==> src/rtl/pidsr_pkg.sv <==
package pidsr_pkg;
	// register offsets, one 16-bit word per offset
	localparam logic [7:0] OFS_PRIMARY_IDENTIFICATION = 8'h00;
	localparam logic [7:0] OFS_PRIMARY_STATUS         = 8'h01;

	// identification word: version field sits in bits 15:4
	localparam int ID_VERS_LSB = 4;
	localparam int ID_VERS_MSB = 15;
	// status word field positions
	localparam int ST_OVR_BIT  = 13;
	localparam int ST_DESATURATION_MONITOR_BIT = 12;
	localparam int ST_ERR_BIT  = 11;
	localparam int ST_ACT_BIT  = 7;
	localparam int ST_RDY_BIT  = 6;
	// common trailer bits of every returned word
	localparam int LMR_BIT     = 1;
	localparam int PAR_BIT     = 0;

	// values after reset, plus the active mode code
	localparam logic [15:0] STATUS_RESET = 16'h0800;
	localparam logic [15:0] RDATA_RESET  = 16'h0000;
	localparam logic [2:0]  OPM_RESET    = 3'h0;
	localparam logic [2:0]  OPM_ACTIVE   = 3'h4;
	localparam logic [7:0]  ERR_RESET    = 8'hFF;

	// mirrored secondary-side state as received over the isolation link
	typedef struct packed {
		logic       overvoltage_reaction_select; // 0 class b, 1 class c
		logic       desaturation_monitor_timing_select;         // 0 set a, 1 set b
		logic       ready;                       // secondary chip ready
		logic [2:0] opm;                         // operating mode
	} pidsr_secondary_s;
endpackage

==> src/rtl/pidsr_regs.sv <==
`timescale 1ns/1ps
module pidsr_regs #(
	parameter logic [11:0] CHIP_VERSION = 12'hA5C // arbitrary neutral version code
) (
	input  wire logic                       clk,           // 200 mhz clock
	input  wire logic                       resetn,        // async reset, active low
	input  wire logic                       rd_req,        // read strobe from spi frame logic
	input  wire logic                       wr_req,        // write strobe, ignored here
	input  wire logic [7:0]                 addr,          // word offset
	input  wire logic [15:0]                wdata,         // write data, ignored here
	input  wire logic                       msg_rejected,  // previous message discarded
	input  wire logic [7:0]                 primary_err,   // primary error register bits
	input  wire logic                       sec_valid,     // link delivered a new secondary update
	input  wire pidsr_pkg::pidsr_secondary_s sec_in,        // secondary state from link
	output logic                            rd_valid,      // read answer strobe
	output logic                            rd_hit,        // addressed register exists
	output logic                      [15:0] rdata          // read answer word
);
	pidsr_pkg::pidsr_secondary_s sec_reg;
	logic [7:0]  err_reg;
	logic [15:0] id_payload;
	logic [15:0] st_payload;
	logic [15:0] sel_payload;
	logic        hit;
	logic [15:0] word;
	logic [15:0] rdata_next;

	// mirrors update only from the link, never from a write; a missing update keeps the last value
	always_ff @(posedge clk or negedge resetn) begin
		if (!resetn) begin
			sec_reg <= '{1'b0, 1'b0, 1'b0, pidsr_pkg::OPM_RESET};
		end else if (sec_valid) begin
			sec_reg <= sec_in;
		end
	end

	// error summary sampled each cycle; reset value reads error set like the documented reset word
	always_ff @(posedge clk or negedge resetn) begin
		if (!resetn) begin
			err_reg <= pidsr_pkg::ERR_RESET;
		end else begin
			err_reg <= primary_err;
		end
	end

	// payloads: everything not assigned stays zero
	always_comb begin
		id_payload = 16'h0000;
		id_payload[pidsr_pkg::ID_VERS_MSB:pidsr_pkg::ID_VERS_LSB] = CHIP_VERSION;
		st_payload = 16'h0000;
		st_payload[pidsr_pkg::ST_OVR_BIT]   = sec_reg.overvoltage_reaction_select;
		st_payload[pidsr_pkg::ST_DESATURATION_MONITOR_BIT] = sec_reg.desaturation_monitor_timing_select;
		st_payload[pidsr_pkg::ST_ERR_BIT]   = |err_reg;
		st_payload[pidsr_pkg::ST_ACT_BIT]   = (sec_reg.opm == pidsr_pkg::OPM_ACTIVE);
		st_payload[pidsr_pkg::ST_RDY_BIT]   = sec_reg.ready;
	end

	// word-wise decode, each offset one register
	always_comb begin
		hit = 1'b1;
		unique case (addr)
			pidsr_pkg::OFS_PRIMARY_IDENTIFICATION: sel_payload = id_payload;
			pidsr_pkg::OFS_PRIMARY_STATUS:         sel_payload = st_payload;
			default: begin
				sel_payload = 16'h0000;
				hit         = 1'b0;
			end
		endcase
	end

	pidsr_word_fmt u_fmt (
		.payload      (sel_payload),
		.msg_rejected (msg_rejected),
		.word         (word)
	);

	// answer registered one cycle after the read strobe; writes are dropped since all fields are read-only
	assign rdata_next = rd_req ? word : rdata;
	always_ff @(posedge clk or negedge resetn) begin
		if (!resetn) begin
			rdata    <= pidsr_pkg::RDATA_RESET;
			rd_valid <= 1'b0;
			rd_hit   <= 1'b0;
		end else begin
			rdata    <= rdata_next;
			rd_valid <= rd_req;
			rd_hit   <= rd_req & hit;
		end
	end

	// checks on the registered answer word, plus the mirror taking a link update
	AST_ID_VERSION: assert property (@(posedge clk) disable iff (!resetn)
		rd_req && addr == pidsr_pkg::OFS_PRIMARY_IDENTIFICATION |=> rdata[15:4] == CHIP_VERSION && rdata[3:2] == 2'h0)
		else $error("identification version field wrong");

	AST_ST_ZERO: assert property (@(posedge clk) disable iff (!resetn)
		rd_req && addr == pidsr_pkg::OFS_PRIMARY_STATUS |=> rdata[15:14] == 2'h0 && rdata[10:8] == 3'h0
		&& rdata[5:2] == 4'h0)
		else $error("status reserved bits not zero");

	AST_LMR: assert property (@(posedge clk) disable iff (!resetn)
		rd_req |=> rdata[1] == $past(msg_rejected))
		else $error("rejected flag wrong");

	AST_PARITY: assert property (@(posedge clk) disable iff (!resetn)
		rd_valid |-> ^rdata == 1'b1)
		else $error("parity not odd");

	AST_OVR: assert property (@(posedge clk) disable iff (!resetn)
		sec_valid ##1 (rd_req && addr == pidsr_pkg::OFS_PRIMARY_STATUS && !sec_valid)
		|=> rdata[13] == $past(sec_in.overvoltage_reaction_select, 2))
		else $error("overvoltage mirror stale");

	AST_DESATURATION_MONITOR: assert property (@(posedge clk) disable iff (!resetn)
		rd_req && addr == pidsr_pkg::OFS_PRIMARY_STATUS |=> rdata[12] == $past(sec_reg.desaturation_monitor_timing_select))
		else $error("desaturation_monitor mirror wrong");

	// a read right after reset sees the shadow's reset pattern, not the input from two edges back
	AST_ERR: assert property (@(posedge clk) disable iff (!resetn)
		rd_req && addr == pidsr_pkg::OFS_PRIMARY_STATUS
		|=> rdata[11] == ($past(resetn, 2) ? |$past(primary_err, 2) : 1'b1))
		else $error("error summary wrong");

	AST_ACT: assert property (@(posedge clk) disable iff (!resetn)
		rd_req && addr == pidsr_pkg::OFS_PRIMARY_STATUS |=> rdata[7] == ($past(sec_reg.opm) == pidsr_pkg::OPM_ACTIVE))
		else $error("active flag wrong");

	AST_RDY: assert property (@(posedge clk) disable iff (!resetn)
		rd_req && addr == pidsr_pkg::OFS_PRIMARY_STATUS |=> rdata[6] == $past(sec_reg.ready))
		else $error("ready flag wrong");

	AST_HOLD: assert property (@(posedge clk) disable iff (!resetn)
		!rd_req |=> $stable(rdata))
		else $error("answer changed without read");

	AST_UNMAPPED: assert property (@(posedge clk) disable iff (!resetn)
		rd_req && addr > 8'h01 |=> !rd_hit && rdata[15:2] == 14'h0)
		else $error("unmapped offset answered");

	AST_TRACK: assert property (@(posedge clk) disable iff (!resetn)
		sec_valid |=> sec_reg == $past(sec_in))
		else $error("mirror not updated");

	// handshake timing: the answer strobe follows every read by exactly one edge
	AST_VALID_NEXT: assert property (@(posedge clk) disable iff (!resetn)
		rd_req |=> rd_valid)
		else $error("read not answered");

	AST_VALID_ONLY: assert property (@(posedge clk) disable iff (!resetn)
		!rd_req |=> !rd_valid)
		else $error("answer without read");

	AST_HIT_ID: assert property (@(posedge clk) disable iff (!resetn)
		rd_req && addr == pidsr_pkg::OFS_PRIMARY_IDENTIFICATION |=> rd_hit)
		else $error("identification offset missed");

	AST_HIT_ST: assert property (@(posedge clk) disable iff (!resetn)
		rd_req && addr == pidsr_pkg::OFS_PRIMARY_STATUS |=> rd_hit)
		else $error("status offset missed");

	AST_HIT_QUAL: assert property (@(posedge clk) disable iff (!resetn)
		!rd_valid |-> !rd_hit)
		else $error("hit without answer");

	// read-only behaviour: neither writes nor an idle link may move visible state; then error shadow, overvoltage and active flag checks
	AST_WR_IGNORED: assert property (@(posedge clk) disable iff (!resetn)
		wr_req && !rd_req |=> $stable(rdata))
		else $error("write changed answer");

	AST_MIRROR_HOLD: assert property (@(posedge clk) disable iff (!resetn)
		!sec_valid |=> $stable(sec_reg))
		else $error("mirror moved without update");

	AST_ERR_SHADOW: assert property (@(posedge clk) disable iff (!resetn)
		1'b1 |=> err_reg == $past(primary_err))
		else $error("error shadow lags");

	AST_OVR_DIRECT: assert property (@(posedge clk) disable iff (!resetn)
		rd_req && addr == pidsr_pkg::OFS_PRIMARY_STATUS |=> rdata[13] == $past(sec_reg.overvoltage_reaction_select))
		else $error("overvoltage mirror wrong");

	AST_ACT_CLEAR: assert property (@(posedge clk) disable iff (!resetn)
		rd_req && addr == pidsr_pkg::OFS_PRIMARY_STATUS && sec_reg.opm != pidsr_pkg::OPM_ACTIVE |=> !rdata[7])
		else $error("active flag set outside mode four");

	// combinational word checks, caught before the answer register hides the source
	AST_WORD_PARITY: assert property (@(posedge clk) disable iff (!resetn)
		rd_req |-> ^word == 1'b1)
		else $error("formatted word parity not odd");

	AST_WORD_LMR: assert property (@(posedge clk) disable iff (!resetn)
		rd_req |-> word[1] == msg_rejected)
		else $error("formatted rejected flag wrong");

	AST_ID_PAYLOAD: assert property (@(posedge clk) disable iff (!resetn)
		rd_req && addr == pidsr_pkg::OFS_PRIMARY_IDENTIFICATION |-> word[15:2] == {CHIP_VERSION, 2'h0})
		else $error("identification payload wrong");

	AST_ST_PAYLOAD_ZERO: assert property (@(posedge clk) disable iff (!resetn)
		rd_req && addr == pidsr_pkg::OFS_PRIMARY_STATUS |-> word[15:14] == 2'h0 && word[10:8] == 3'h0
		&& word[5:2] == 4'h0)
		else $error("status payload reserved bits set");

	// scenarios worth seeing at least once
	COV_ID_READ: cover property (@(posedge clk) rd_req && addr == pidsr_pkg::OFS_PRIMARY_IDENTIFICATION);
	COV_STATUS_READ: cover property (@(posedge clk) rd_req && addr == pidsr_pkg::OFS_PRIMARY_STATUS);
	COV_ACTIVE: cover property (@(posedge clk) rd_valid && rdata[7]);
	COV_REJECT: cover property (@(posedge clk) rd_valid && rdata[1]);
	COV_WRITE: cover property (@(posedge clk) wr_req && addr == pidsr_pkg::OFS_PRIMARY_STATUS && wdata != 16'h0);
endmodule

==> src/rtl/pidsr_word_fmt.sv <==
`timescale 1ns/1ps
// builds a returned word: payload in 15:2, rejected flag, odd parity
module pidsr_word_fmt (
	input  wire logic [15:0] payload,      // bits 15:2 used, 1:0 ignored
	input  wire logic        msg_rejected, // previous message discarded
	output logic      [15:0] word          // formatted word
);
	logic [15:0] body;

	// parity bit makes the total count of ones odd
	always_comb begin
		body = {payload[15:2], msg_rejected, 1'b0};
		word = {body[15:1], ~(^body[15:1])};
	end
endmodule
==> config.mk <==
export PLATFORM = sky130hd
export DESIGN_NAME = pidsr_regs
export DESIGN_NICKNAME = d
export VERILOG_FILES = /design/src/rtl/pidsr_pkg.sv /design/src/rtl/pidsr_regs.sv /design/src/rtl/pidsr_word_fmt.sv
export SDC_FILE = /design/constraint.sdc
export NUM_CORES = 1
export LEC_CHECK = 0
export BUFFER_PORTS_ARGS = -buffer_cell sky130_fd_sc_hd__buf_2
export CORE_MARGIN = 4
export CORE_UTILIZATION = 37
export DETAILED_ROUTE_END_ITERATION = 6
export HOLD_SLACK_MARGIN = 0.15
export PLACE_DENSITY_LB_ADDON = 0.05
export REMOVE_ABC_BUFFERS = 1
export SYNTH_ARGS = -nofsm -noshare
export SYNTH_HDL_FRONTEND = slang
export SYNTH_SLANG_ARGS = --single-unit
==> constraint.sdc <==
create_clock -name clk -period 1.7 [get_ports clk]
set_input_delay 0.085 -clock clk [delete_from_list [all_inputs] [get_ports clk]]
set_output_delay 0.085 -clock clk [all_outputs]
set_load 0.01 [all_outputs]
==> flow_summary.json <==
{
  "status": "finished, final reports clean",
  "final_common_cell": "buf_2",
  "cts_root_buf": "clkbuf_4",
  "synth-compound-area-share_pct": 8.47,
  "placedCellCount": 143,
  "worstMarginPinSlew_ns": 0.521,
  "path_buf_inv": 1,
  "p_total_mw": 1.05,
  "top_layer": "met4",
  "avgViaCountPerCell": 4.47,
  "setup_tns_ns": 0,
  "critical_path.max_stage_delay_ns": 0.54,
  "slew_viol_final": 0,
  "hold_class": "in2reg",
  "fillers": 217,
  "finalWorstSetupSlack_ns": 0.0243,
  "grt_pass1_vias": 789,
  "ys_types": 23,
  "die_w_microns": 59.3,
  "synth-simple-area-share_pct": 9.11,
  "crit_required_ns": 1.94,
  "path_clk_slew_ns": 0.13,
  "core-area_sq_um": 2500,
  "yosys_warnings": 0,
  "ys_seq_area_share_pct": 62.6,
  "power.density_nw_per_um2": 710,
  "syn_inst": 79,
  "globalRouteOverflowTotal": 0,
  "cp_data_arrival_time_ns": 1.91,
  "syn2layout_area_growth_pct": 51.1,
  "startpoint_type": "primary input",
  "antenna_found_initial": 0,
  "start_util_pct": 39.0,
  "place.gp.congestion": 0.678,
  "synth_xor_area_share_pct": 2.70,
  "crit_type": "in2reg",
  "via_count": 778,
  "maxCapViolations": 0,
  "dieArea_sq_um": 3520,
  "pre_cts_slack_ns": -0.306,
  "whs_ns": 0.183,
  "p_leak_nw": 0.688,
  "hold_viol": 0,
  "drive_gt1_share_pct": 44.4,
  "rows": 18,
  "synth_top_family_by_area": "simple AND/OR/NAND/NOR gates",
  "cts_buffers": 3,
  "synth_seq_cells": 24,
  "drc_errors": 0,
  "clk_latency_ns": 0.31,
  "layout_min_cycle_time_ns": 1.68,
  "period_share_pct": 98.6,
  "wl_met2_microns": 1050,
  "cp_slowest_cell": "or4_4",
  "die_h_microns": 59.3,
  "crit_path_end_kind": "flip-flop",
  "drt.antenna.violating_nets": 0,
  "cts_sinks": 24,
  "firstDrtPassIters": 4,
  "fmax_mhz": 597,
  "synthAdderAreaFrac_pct": 0,
  "grt_max_degree": 25,
  "crit_family": "simple AND/OR/NAND/NOR gates",
  "htreeDepth": 1,
  "setup_viol": 0,
  "io_buffers": 38,
  "wl_microns": 2090,
  "final_nets": 189,
  "worstPathCellList": "buf_2, or4_4, or3_4, or3_4, a211o_1, a31oi_1",
  "path_common_cell": "or3_4",
  "fin_cells": 174,
  "ir_drop_uv": 494,
  "yosys-mux-area-fraction_pct": 8.09,
  "drt_iter0_markers": 4,
  "grtUsageTotal_pct": 13.2,
  "synth_area_sq_um": 975,
  "cts_tree": "built",
  "n_antenna_cell": 0,
  "avgSynthCellArea_sq_um": 12.3,
  "wl_met1_microns": 868,
  "skew_ns": 0.00876,
  "wl_met3_microns": 142,
  "slew_headroom_pct": 65.2,
  "cp_max_fo": 3,
  "grt_first_pass_wirelength_microns": 3460,
  "wl_per_cell_microns": 12.0,
  "final_cell_mix": "buf_2, dlygate4sd3_1, dfrtp_1",
  "ioPinCount": 62,
  "clockBufferDepth": 2,
  "hpwl_microns": 1390
}
==> per-stage QoR <==
stage	utilization, %	cell area [sq um]
after floorplan	-	921
after global placement	46.5	1160
after detailed placement	46.5	1160
after CTS	58.2	1460
after global routing	58.9	1470
final	58.9	1470
==> Yosys cell counts <==
cell	count	share of area, %
a211o_1	1	0.90
a31oi_1	1	0.64
buf_4	8	6.2
clkbuf_1	2	0.77
clkbuf_2	1	0.51
conb_1	1	0.38
dfrtp_1	16	41
dfstp_2	8	22
inv_1	2	0.77
inv_2	1	0.38
mux2_2	7	8.1
nand2_1	7	2.7
nor2_1	2	0.77
nor3_1	1	0.51
nor3b_1	1	0.77
nor4_1	2	1.3
o211ai_1	2	1.5
o21ai_0	7	3.6
o2bb2ai_1	2	1.8
or3_1	3	1.9
or4_4	1	1.2
xnor2_1	2	1.8
xor2_1	1	0.90
==> cells by family (layout without fill, tap and decap cells) <==
kind of cell,after synthesis,count (layout)
AO/OA/AOI/OAI,13,13
multiplexers,7,7
buffers and inverters,14,74
other,1,6
AND/OR/NAND/NOR,17,17
XOR/XNOR,3,3
flip-flops,24,24
==> per-layer routing <==
metal	track usage, %	vias up
met5	0	-
met4	3.88	0
met3	4.14	4
met2	22.6	28
met1	15.8	357
li1	-	389
==> worst register-to-register path: stages, from the launching register on <==
cell	delay, ns
dfrtp_1	0.42
nor3b_2	0.24
xnor2_1	0.10
or3_4	0.33
a211o_1	0.30
a31oi_1	0.15
==> power by group <==
part           switching, mW  internal (mW)
clock                  0.160         0.0917
combinational         0.0649          0.104
sequential            0.0163          0.609
total                  0.242          0.805
==> area by class of cell <==
cell class | count | area (sq um) | share of cell area (%)
flip-flops and latches | 24 | 611 | 41.5
repair buffers | 67 | 473 | 32.1
multi-input cells | 46 | 314 | 21.3
well taps | 30 | 37.5 | 2.55
clock buffers | 4 | 26.3 | 1.78
inverters | 3 | 11.3 | 0.765
==> worst paths after layout <==
check | from | to | slack [ns] | depth (start not counted)
max | addr[5] | rdata[0] | 0.02 | 6
min | addr[6] | rdata[10] | 0.18 | 5
max reg2reg | sec_reg[0] | rdata[0] | 0.09 | 5
min reg2reg | rdata[12] | rdata[12] | 0.50 | 1
max in group asynchronous | resetn | err_reg[5] | 1.07 | 2
min in group asynchronous | resetn | rdata[10] | 0.26 | 2
==> what timing repair did <==
action,CTS,global route
pin swaps,0,2
hold buffers,26,0
hold endpoints to repair,46,0
endpoints found under the setup margin,1,1
setup buffers,0,1
gates resized for setup,1,2
Note: power is estimated with default switching activity, not from simulation.
